[src/core/shift_store_pkg.sv]
// shared constants and types of the eight-bit shift and storage register
package shift_store_pkg;
   // ------------------------------------------------------------
   // widths and depths
   // ------------------------------------------------------------
   localparam int unsigned DATA_W = 8;
   localparam int unsigned BUF_DEPTH = 2;
   localparam int unsigned ADDR_W = 12;

   // ------------------------------------------------------------
   // register offsets (byte addresses)
   // ------------------------------------------------------------
   localparam logic [11:0] OFF_CTRL = 12'h000;
   localparam logic [11:0] OFF_STATE = 12'h004;
   localparam logic [11:0] OFF_CAPTURE = 12'h008;
   localparam logic [11:0] OFF_PRESET = 12'h00c;

   // ------------------------------------------------------------
   // field positions
   // ------------------------------------------------------------
   localparam int unsigned CTRL_SW_EN_BIT = 0;
   localparam int unsigned CTRL_MODE_LO_BIT = 1;
   localparam int unsigned CTRL_MODE_HI_BIT = 2;
   localparam int unsigned STATE_MODE_LO_BIT = 8;
   localparam int unsigned STATE_OE_BIT = 10;
   localparam int unsigned STATE_ROOM_BIT = 11;
   localparam int unsigned CAPTURE_VALID_BIT = 8;

   // ------------------------------------------------------------
   // values after reset
   // ------------------------------------------------------------
   localparam logic [7:0] DATA_RESET = 8'h00;
   localparam logic [31:0] RDATA_RESET = 32'h0000_0000;

   // ------------------------------------------------------------
   // operating modes
   // ------------------------------------------------------------
   typedef enum logic [1:0] {
      MODE_HOLD,
      MODE_SHIFT_RIGHT,
      MODE_SHIFT_LEFT,
      MODE_LOAD
   } shift_mode_e;
endpackage

[src/core/capture_if.sv]
// word path between the shift register and its capture buffer
`timescale 1ns/100ps
interface capture_if;
   logic push_valid;
   logic push_ready;
   logic [7:0] push_data;
   logic pop_valid;
   logic pop_ready;
   logic [7:0] pop_data;

   modport producer (
      output push_valid,
      output push_data,
      output pop_ready,
      input push_ready,
      input pop_valid,
      input pop_data
   );

   modport store (
      input push_valid,
      input push_data,
      input pop_ready,
      output push_ready,
      output pop_valid,
      output pop_data
   );
endinterface

[src/core/capture_buffer.sv]
// two-entry capture buffer, head word and flags held in flip-flops
`timescale 1ns/100ps
module capture_buffer (
   // clock and control
   input wire logic clk_sys,
   input wire logic reset,
   input wire logic ce,
   // word path
   capture_if.store port
);
   typedef struct packed {
      logic [7:0] head;
      logic [7:0] tail;
      logic head_valid;
      logic tail_valid;
      logic room;
   } buf_s;

   buf_s st;
   buf_s next_st;
   logic do_pop;
   logic do_push;

   // ------------------------------------------------------------
   // next state
   // ------------------------------------------------------------
   always_comb begin
      next_st = st;
      do_pop = port.pop_ready & st.head_valid;
      do_push = port.push_valid & st.room;
      if (do_pop) begin
         next_st.head = st.tail;
         next_st.head_valid = st.tail_valid;
         next_st.tail_valid = 1'b0;
      end
      if (do_push) begin
         if (!next_st.head_valid) begin
            next_st.head = port.push_data;
            next_st.head_valid = 1'b1;
         end else begin
            next_st.tail = port.push_data;
            next_st.tail_valid = 1'b1;
         end
      end
      next_st.room = ~next_st.tail_valid;
   end

   always_ff @(posedge clk_sys) begin
      if (reset) begin
         st <= '{head: shift_store_pkg::DATA_RESET, tail: shift_store_pkg::DATA_RESET,
                 head_valid: 1'b0, tail_valid: 1'b0, room: 1'b1};
      end else if (ce) begin
         st <= next_st;
      end
   end

   assign port.push_ready = st.room;
   assign port.pop_valid = st.head_valid;
   assign port.pop_data = st.head;
endmodule // capture_buffer

[src/core/shift_store_reg.sv]
// eight-bit universal shift and storage register with apb access
// Operation
// eight-bit register on shared bidirectional parallel pins
// two selects choose shift, load or hold
// contents change only on rising clock edge
// low master clear empties register immediately
// either output disable floats pins, operation continues; here the drivers go off only at the next clock edge with ce high
// separate serial inputs and outputs for chaining
// mode code 00 hold, 11 load
`timescale 1ns/100ps
module shift_store_reg (
   // clock, reset and enable
   input wire logic clk_sys,
   input wire logic reset,
   input wire logic ce,
   input wire logic master_clear_n,
   // mode selection
   input wire logic mode_select_low,
   input wire logic mode_select_high,
   // parallel pins
   input wire logic [7:0] io_in,
   output logic [7:0] io_out,
   output logic [7:0] io_oe,
   input wire logic out_en_a_n,
   input wire logic out_en_b_n,
   // serial chaining
   input wire logic serial_in_right,
   input wire logic serial_in_left,
   output logic serial_out_low,
   output logic serial_out_high,
   // capture flow
   output logic capture_ready,
   // apb slave
   input wire logic psel,
   input wire logic penable,
   input wire logic pwrite,
   input wire logic [11:0] paddr,
   input wire logic [31:0] pwdata,
   output logic [31:0] prdata,
   output logic pready,
   output logic pslverr
);
   typedef struct packed {
      logic [7:0] q;
      logic [7:0] oe;
      logic sw_en;
      logic [1:0] sw_mode;
      logic ready;
      logic err;
      logic [31:0] rdata;
      logic ser_low;
      logic ser_high;
   } state_s;

   localparam state_s RESET_ST = '{q: shift_store_pkg::DATA_RESET, oe: 8'h00, sw_en: 1'b0,
                                   sw_mode: 2'h0, ready: 1'b0, err: 1'b0,
                                   rdata: shift_store_pkg::RDATA_RESET,
                                   ser_low: 1'b0, ser_high: 1'b0};

   state_s st;
   state_s next_st;
   shift_store_pkg::shift_mode_e mode;
   logic apb_setup;
   logic apb_done;
   logic wr_ctrl;
   logic wr_preset;
   logic rd_capture;
   logic [31:0] read_word;
   logic captured;

   capture_if cap ();

   // ------------------------------------------------------------
   // helpers
   // ------------------------------------------------------------
   function automatic shift_store_pkg::shift_mode_e decode_mode(input logic sel_low, input logic sel_high);
      shift_store_pkg::shift_mode_e m;
      m = shift_store_pkg::MODE_HOLD;
      unique case ({sel_high, sel_low})
         2'h0: m = shift_store_pkg::MODE_HOLD;
         2'h1: m = shift_store_pkg::MODE_SHIFT_RIGHT;
         2'h2: m = shift_store_pkg::MODE_SHIFT_LEFT;
         2'h3: m = shift_store_pkg::MODE_LOAD;
      endcase
      return m;
   endfunction

   function automatic logic addr_mapped(input logic [11:0] a);
      return (a == shift_store_pkg::OFF_CTRL) || (a == shift_store_pkg::OFF_STATE) ||
             (a == shift_store_pkg::OFF_CAPTURE) || (a == shift_store_pkg::OFF_PRESET);
   endfunction

   // ------------------------------------------------------------
   // capture buffer
   // ------------------------------------------------------------
   capture_buffer u_capture (
      .clk_sys(clk_sys),
      .reset(reset),
      .ce(ce),
      .port(cap.store)
   );

   // ------------------------------------------------------------
   // mode and read mux
   // ------------------------------------------------------------
   always_comb begin
      // software may take over the selects for bench or bring-up use
      if (st.sw_en) begin
         mode = decode_mode(st.sw_mode[0], st.sw_mode[1]);
      end else begin
         mode = decode_mode(mode_select_low, mode_select_high);
      end
   end

   always_comb begin
      read_word = 32'h0000_0000;
      unique case (paddr)
         shift_store_pkg::OFF_CTRL: begin
            read_word[shift_store_pkg::CTRL_SW_EN_BIT] = st.sw_en;
            read_word[shift_store_pkg::CTRL_MODE_LO_BIT] = st.sw_mode[0];
            read_word[shift_store_pkg::CTRL_MODE_HI_BIT] = st.sw_mode[1];
         end
         shift_store_pkg::OFF_STATE: begin
            read_word[7:0] = st.q;
            read_word[shift_store_pkg::STATE_MODE_LO_BIT +: 2] = mode;
            read_word[shift_store_pkg::STATE_OE_BIT] = st.oe[0];
            read_word[shift_store_pkg::STATE_ROOM_BIT] = cap.push_ready;
         end
         shift_store_pkg::OFF_CAPTURE: begin
            read_word[7:0] = cap.pop_data;
            read_word[shift_store_pkg::CAPTURE_VALID_BIT] = cap.pop_valid;
         end
         default: begin
            read_word = 32'h0000_0000;
         end
      endcase
   end

   // ------------------------------------------------------------
   // bus strobes
   // ------------------------------------------------------------
   // done marks the completion edge, one cycle after the access phase starts
   assign apb_setup = psel & penable & ~st.ready;
   assign apb_done = psel & penable & st.ready;
   assign wr_ctrl = apb_done & pwrite & (paddr == shift_store_pkg::OFF_CTRL);
   assign wr_preset = apb_done & pwrite & (paddr == shift_store_pkg::OFF_PRESET);
   assign rd_capture = apb_done & ~pwrite & (paddr == shift_store_pkg::OFF_CAPTURE);

   // ------------------------------------------------------------
   // next state
   // ------------------------------------------------------------
   always_comb begin
      next_st = st;
      captured = 1'b0;

      // apb answer one cycle into the access phase
      next_st.ready = apb_setup;
      next_st.err = apb_setup & ~addr_mapped(paddr);
      next_st.rdata = (apb_setup & ~pwrite) ? read_word : 32'h0000_0000;

      unique case (mode)
         shift_store_pkg::MODE_HOLD: begin
            next_st.q = st.q;
         end
         shift_store_pkg::MODE_SHIFT_RIGHT: begin
            next_st.q = {st.q[6:0], serial_in_right};
         end
         shift_store_pkg::MODE_SHIFT_LEFT: begin
            next_st.q = {serial_in_left, st.q[7:1]};
         end
         shift_store_pkg::MODE_LOAD: begin
            // a load waits while the capture buffer is full
            if (cap.push_ready) begin
               next_st.q = io_in;
               captured = 1'b1;
            end
         end
      endcase

      // a preset write wins over the clocked mode of the same cycle
      if (wr_ctrl) begin
         next_st.sw_en = pwdata[shift_store_pkg::CTRL_SW_EN_BIT];
         next_st.sw_mode = {pwdata[shift_store_pkg::CTRL_MODE_HI_BIT],
                            pwdata[shift_store_pkg::CTRL_MODE_LO_BIT]};
      end
      if (wr_preset) begin
         next_st.q = pwdata[7:0];
      end

      // drivers off when disabled or while the pins act as inputs
      next_st.oe = {8{~(out_en_a_n | out_en_b_n) & (mode != shift_store_pkg::MODE_LOAD)}};
      next_st.ser_low = next_st.q[0];
      next_st.ser_high = next_st.q[7];
   end

   assign cap.push_valid = captured;
   assign cap.push_data = io_in;
   assign cap.pop_ready = rd_capture;

   // ------------------------------------------------------------
   // state register
   // ------------------------------------------------------------
   always_ff @(posedge clk_sys or negedge master_clear_n) begin
      if (!master_clear_n) begin
         st <= RESET_ST;
      end else if (reset) begin
         st <= RESET_ST;
      end else if (ce) begin
         st <= next_st;
      end
   end

   // ------------------------------------------------------------
   // outputs
   // ------------------------------------------------------------
   assign io_out = st.q;
   assign io_oe = st.oe;
   assign serial_out_low = st.ser_low;
   assign serial_out_high = st.ser_high;
   assign capture_ready = cap.push_ready;
   assign prdata = st.rdata;
   assign pready = st.ready;
   assign pslverr = st.err;
endmodule // shift_store_reg

[config.mk]
export PLATFORM = sky130hd
export DESIGN_NAME = shift_store_reg
export DESIGN_NICKNAME = d
export VERILOG_FILES = /design/src/core/shift_store_pkg.sv /design/src/core/capture_if.sv /design/src/core/capture_buffer.sv /design/src/core/shift_store_reg.sv
export SDC_FILE = /design/constraint.sdc
export NUM_CORES = 1
export LEC_CHECK = 0
export ABC_CLOCK_PERIOD_IN_PS = 1600
export BUFFER_PORTS_ARGS = -buffer_cell sky130_fd_sc_hd__buf_2
export CORE_MARGIN = 5
export CORE_UTILIZATION = 42
export CTS_CLUSTER_DIAMETER = 100
export DETAILED_ROUTE_END_ITERATION = 8
export PLACE_DENSITY_LB_ADDON = 0.15
export SLEW_MARGIN = 20
export SYNTH_ARGS = -nofsm -noshare
export SYNTH_HDL_FRONTEND = slang
export SYNTH_SLANG_ARGS = --single-unit
export TNS_END_PERCENT = 30
[constraint.sdc]
create_clock -name clk_sys -period 1.6 [get_ports clk_sys]
set_input_delay 0.24 -clock clk_sys [delete_from_list [all_inputs] [get_ports clk_sys]]
set_output_delay 0.24 -clock clk_sys [all_outputs]
set_load 0.01 [all_outputs]
* Word level (Yosys, flattened, before mapping)
Index checks and enable logic that the tools add are counted.
** Operators by class
- Reductions and logical operators :: 12
- Bitwise gates (word level) :: 19
- Equality and inequality tests :: 15
- Muxes and demuxes :: 21
** Operators by type and width (count)
- 2-to-1 mux 55 bit :: 2
- 2-to-1 mux 8 bit :: 5
- case mux 8 bit (4 select lines) :: 1
- == test 12 x 4 -> 1 bit (second input constant) :: 2
- 2-to-1 mux 18 bit :: 1
- case mux 2 bit (4 select lines) :: 2
- AND 1 bit :: 13
- == test 12 x 3 -> 1 bit (second input constant) :: 1
- == test 2 bit (second input constant) :: 6
- zero test 12 bit :: 1
- 2-to-1 mux 12 bit :: 1
- case mux 6 bit (2 select lines) :: 1
- case mux 3 bit (3 select lines) :: 1
- == test 2 x 1 -> 1 bit (second input constant) :: 3
- zero test 2 bit :: 3
- 2-to-1 mux 3 bit :: 2
- AND reduction 3 bit :: 2
- inverter 1 bit :: 5
- 2-to-1 mux 2 bit :: 2
- != test 4 x 3 -> 1 bit (second input constant) :: 1
- nonzero test 2 bit :: 2
- logical OR 1 bit :: 3
- 2-to-1 mux 1 bit :: 3
- != test 3 bit (second input constant) :: 1
- other kinds (3) :: 3
** Storage, ports and cells
- Logic and storage cells :: 82
- Flip-flop bits (word level) :: 74
- Bits of input ports :: 65
- Output and inout port bits :: 53

* Logic depth before layout (Yosys ltp)
- Word-level depth :: 9
- Mapped depth :: 7
- Gate-level depth less buffers :: 5

* By module
A second synthesis with hierarchy kept.
** Second synthesis, totals
- Cell total of the unflattened synthesis :: 347
- Area, all modules :: 3175.5 µm²
** Modules (own cells, without submodules)
- shift_store_reg :: cells an instance 220, seq. area each 650.6 µm², area an instance 2038.2 µm², times used 1
- capture_buffer :: cells an instance 127, seq. area each 380.4 µm², area an instance 1137.3 µm², times used 1

* Worst setup path after synthesis
No wires, ideal clock.
- Path type :: register -> register
- Start point :: register st, in the netlist pready
- End point :: register u_capture.st, in the netlist u_capture.port.pop_data[0]
- Setup time :: 60 ps
- Arrival :: 1666 ps
- Path slack :: -125 ps
- Clock period less this slack :: 1725 ps
- Cell stages (with the launch flop) :: 6
- Required time :: 1540 ps
- Buffers on the path :: 0
- Cells stage by stage :: dfrtp_1 -> and3_1 -> nand4_4 -> or2_4 -> nor4_4 -> a221o_1
** Between the ends
- Word-level cells in the longest chain between the ends :: 7
** RTL lines
- from (decl) :: RTL line shift_store_reg.sv:60 : state_s st;
- from (signal assigned) :: RTL line shift_store_reg.sv:209 : st <= next_st;
- AND 1 bit * :: RTL line shift_store_reg.sv:144 : assign apb_done = psel & penable & st.ready;
- AND 1 bit * (2 in a row) :: RTL line shift_store_reg.sv:147 : assign rd_capture = apb_done & ~pwrite & (paddr == shift_store_pkg::OFF_CAPTURE);
- AND 1 bit * :: RTL line capture_buffer.sv:29 : do_pop = port.pop_ready & st.head_valid;
- 2-to-1 mux 8 bit or 2-to-1 mux 2 bit (tied branches) :: RTL line capture_buffer.sv:31 : if (do_pop) begin
- 2-to-1 mux 8 bit :: RTL line capture_buffer.sv:37 : if (!next_st.head_valid) begin
- 2-to-1 mux 18 bit * :: RTL line capture_buffer.sv:36 : if (do_push) begin
- to (signal assigned) :: RTL line capture_buffer.sv:50 : st <= '{head: shift_store_pkg::DATA_RESET, tail: shift_store_pkg::DATA_RESET,
- to (signal assigned) :: RTL line capture_buffer.sv:53 : st <= next_st;
- to (decl) :: RTL line capture_buffer.sv:19 : buf_s st;
Mark *: on every way between the ends. The rest lies on a longest branch, timed or not.
A chain may end at the register's enable or synchronous reset.

* Final worst setup path
- Start point :: register st[38] (netlist name)
- End point :: register st, in the netlist io_out[5]
** Between the ends
- Word-level cells in the longest chain between the ends :: 6
** RTL lines
- 2-to-1 mux 2 bit * :: RTL line shift_store_reg.sv:108 : if (st.sw_en) begin
- == test 2 bit (tied with other cells) :: RTL line shift_store_reg.sv:161 : unique case (mode)
- case mux 8 bit (4 select lines) :: RTL line shift_store_reg.sv:161
- 2-to-1 mux 8 bit :: RTL line shift_store_reg.sv:186 : if (wr_preset) begin
- 2-to-1 mux 55 bit :: RTL line shift_store_reg.sv:208 : end else if (ce) begin
- 2-to-1 mux 55 bit :: RTL line shift_store_reg.sv:206 : end else if (reset) begin
Mark *: on every way between the ends. The rest lies on a longest branch, timed or not. The select of a mux whose other input is x is not followed.

==> flow_summary.toml <==
[critical_path]
worst_ep_arrival_time_ns = 1.86
critPathRequiredTime_ns = 1.79
worst_setup_path_start_kind = "flop"
reg2reg_from = "st[38]"
r2r_slack_ns = -0.08
path_class = "flop to flop"
crit_path_end_kind = "flop"
path_max_fanout = 8
cp-startpoint = "st[38]"

[cts]
htree_num_levels = 2
cts_made_buffers = 5
cts.clk_slew.worst_paths_ns = 0.08
root_buffer = "clkbuf_8"
cts_tree = "yes"
clk_latency_ns = 0.30
cts.sinks = 45
clk_path_buf_depth = 2

[synth]
ys.warnings.count = 0
syn_inst = 313
synth-main-ff-cell = "dfrtp_1"
ys_async_sr_fraction_pct = 57.78
ys_seq_elements = 45
seq_area_frac_synth_pct = 36.70
synthesis.area_um2 = 2809
synth_edf_count = 0
synthDistinctLibCells = 49
synth.avg_cell_area_um2 = 8.974

[hold_path]
hp-start = "io_in[1]"
hp-class = "input port to flop"

[global_route]
top_usage_layer = "met2"
met2_usage_pct = 29.46
grt_pass1_vias = 2530
overflow = 0
grtUsageMet3_pct = 3.273
grt_pass1_wl_um = 12400
use_met1_pct = 25.52
grt_max_degree = 27
grt_usage_pct = 18.22
antenna_found_initial = 0

[flow_run]
maxCapViolCount = 0

[pwr]
comb_power_share_pct = 17.9
pwr-share-seq_pct = 49.3
peakVddDrop_v = 0.0004570
leakage_nw = 1.746
intPower_mw = 1.743
power_switching_mw = 0.6683
sw_frac_of_total_pct = 27.71
powerDensity_nw_per_um2 = 666.2
clockPowerShare_pct = 32.7

[timing]
maxSlewViolCount = 0
setup_slack_ns = -0.07513
setup_viol = 18
finalHoldViolations = 0
whs_ns = 0.1914
worst_pin_slew_ns = 0.6133
period_minus_slack_ns = 1.675
grt_setup_unrepaired = "true"
clock_skew_ns = 0.005459
fmax_mhz = 597.0
relSlewSlack_pct = 59.11
post-route-period-util_pct = 104.7

[drt]
drc = 0
avgRoutedWirePerCell_um = 16.45
num_vias = 2521
wirelength_um = 7863
drt-initial-drc-count = 158
vias_per_cell = 5.274
ant_nets = 0
firstDrtPassIters = 5

[outcome]
status = "complete, but fails checks"
violations = "setup timing"

[placed_design]
dpl.hpwl_um = 6049
portBuffers = 73
gp_congestion = 0.8507

[floorplan]
initial_core_util_pct = 43.74
die_w_um = 91.78
rows = 29
core_area_um2 = 6422
fp.dieH_um = 91.78
num_io_pins = 118
fp.dieArea_um2 = 8424

[cells_and_area]
drive_gt1_share_pct = 42.64
fillers = 606
area_delta_synth_final_pct = 28.86
diodes = 0
nNetsFinal = 465
fin_util_pct = 56.36
mostFrequentLayoutCells = "buf_2 (73), buf_4 (41), nor2_1 (27)"
layout_commonest_cell = "buf_2"
-- power groups by stage --
stage | clock (mW) | sequential (mW) | combinational [mW]
6_report | 0.789 | 1.19 | 0.433
5_1_grt | 0.854 | 1.19 | 0.470
4_1_cts | 0.813 | 1.19 | 0.404
3_5_place_dp | 0 | 1.21 | 0.382
3_3_place_gp | 0 | 1.21 | 0.378
2_1_floorplan | 0 | 1.20 | 0.237
-- stage by stage --
stage	worst slack (ns)	std cells	power [mW]	area (um2)	TNS, ns
after floorplan	-0.1098	332	1.435	2885	-2.228
after global placement	-0.2977	466	1.588	3281	-7.628
after detailed placement	-0.4011	466	1.591	3281	-9.274
after CTS	-0.05334	476	2.403	3507	-0.5498
after global routing	-0.1568	478	2.518	3620	-3.534
final	-0.07513	478	2.412	3620	-0.4577
-- cell families (layout without fill, tap and decap cells) --
group | after synthesis | after routing | synth area share (%)
compound gates | 70 | 70 | 18.62
flops | 45 | 45 | 36.70
other cells | 1 | 20 | 0.1335
simple gates | 104 | 104 | 21.29
mux | 19 | 19 | 6.815
buf+inv | 74 | 143 | 16.44
-- path summary, 6_finish.rpt --
kind                            cells past startpoint                    endpoint
worst min register to register                      2                   prdata[2]
worst max register to register                      7                   io_out[5]
min in group asynchronous                           2                   prdata[5]
worst min-delay path                                2  u_capture.port.pop_data[1]
max in group asynchronous                           2                      st[38]
worst max-delay path                                7                   io_out[5]
-- timing repair --
| action | CTS | global route |
|---|---|---|
| pin swaps | 22 | 14 |
| setup endpoints to repair | 40 | 41 |
| endpoints found under the hold margin | 26 | 0 |
| buffers inserted | 2 | 2 |
| hold buffers | 1 | 0 |
| resized for setup | 27 | 23 |
-- synth_stat cells (2+ instances only) --
| cell type | number | area share (%) |
|---|---|---|
| or2_2 | 4 | 0.89 |
| nand3b_1 | 2 | 0.53 |
| a222oi_1 | 5 | 1.8 |
| o21ai_0 | 9 | 1.6 |
| nor2_1 | 28 | 3.7 |
| o31ai_1 | 2 | 0.53 |
| nand2_1 | 20 | 2.7 |
| a21oi_1 | 16 | 2.9 |
| o22ai_1 | 3 | 0.67 |
| clkbuf_1 | 7 | 0.94 |
| a211oi_1 | 6 | 1.6 |
| and2_1 | 9 | 2.0 |
| dfxtp_1 | 19 | 14 |
| a22o_1 | 3 | 0.94 |
| nand4_1 | 3 | 0.67 |
| and3_1 | 2 | 0.45 |
| o32ai_1 | 5 | 1.6 |
| a21o_1 | 2 | 0.53 |
| buf_1 | 2 | 0.27 |
| a221o_1 | 8 | 2.9 |
| nand3_1 | 11 | 2.0 |
| mux2i_1 | 18 | 6.4 |
| a221oi_1 | 5 | 1.6 |
| nor2b_1 | 3 | 0.67 |
| nand2b_1 | 2 | 0.45 |
| buf_2 | 3 | 0.53 |
| nor3_1 | 7 | 1.2 |
| dfrtp_1 | 26 | 23 |
| buf_4 | 48 | 13 |
| inv_1 | 14 | 1.9 |
| nor4_4 | 3 | 2.3 |
-- state kept, by name (all words and copies together) (netlist names) --
name / cells
u_capture.port.pop_data: 8
u_capture.st: 9
u_capture.port.pop_valid: 1
pready: 1
prdata: 12
u_capture.port.push_ready: 1
pslverr: 1
st: 3
io_oe: 1
io_out: 8
-- worst max-delay path, cell delays in order, from the launching register on --
cell	delay, ns
dfrtp_2	0.46
buf_6	0.15
mux2_4	0.33
buf_6	0.13
nand3_1	0.09
a21oi_2	0.07
a211oi_2	0.21
o32ai_2	0.12
-- routing by layer --
layer,up-vias,wire (um)
met5,-,0
li1,1238,-
met2,77,3626
met3,9,444
met4,0,69
met1,1197,3723
-- area by class of cell --
class | count | area (um2) | share of cell area, %
Clock buffer | 7 | 97.59 | 2.696
Clock inverter | 1 | 5.005 | 0.1383
Inverter | 14 | 52.55 | 1.452
Multi-Input combinational cell | 213 | 1577 | 43.55
Sequential cell | 45 | 1032 | 28.52
Tap cell | 77 | 96.34 | 2.662
Timing Repair Buffer | 121 | 759.5 | 20.98
No activity file was read; power rests on OpenSTA's default activity.
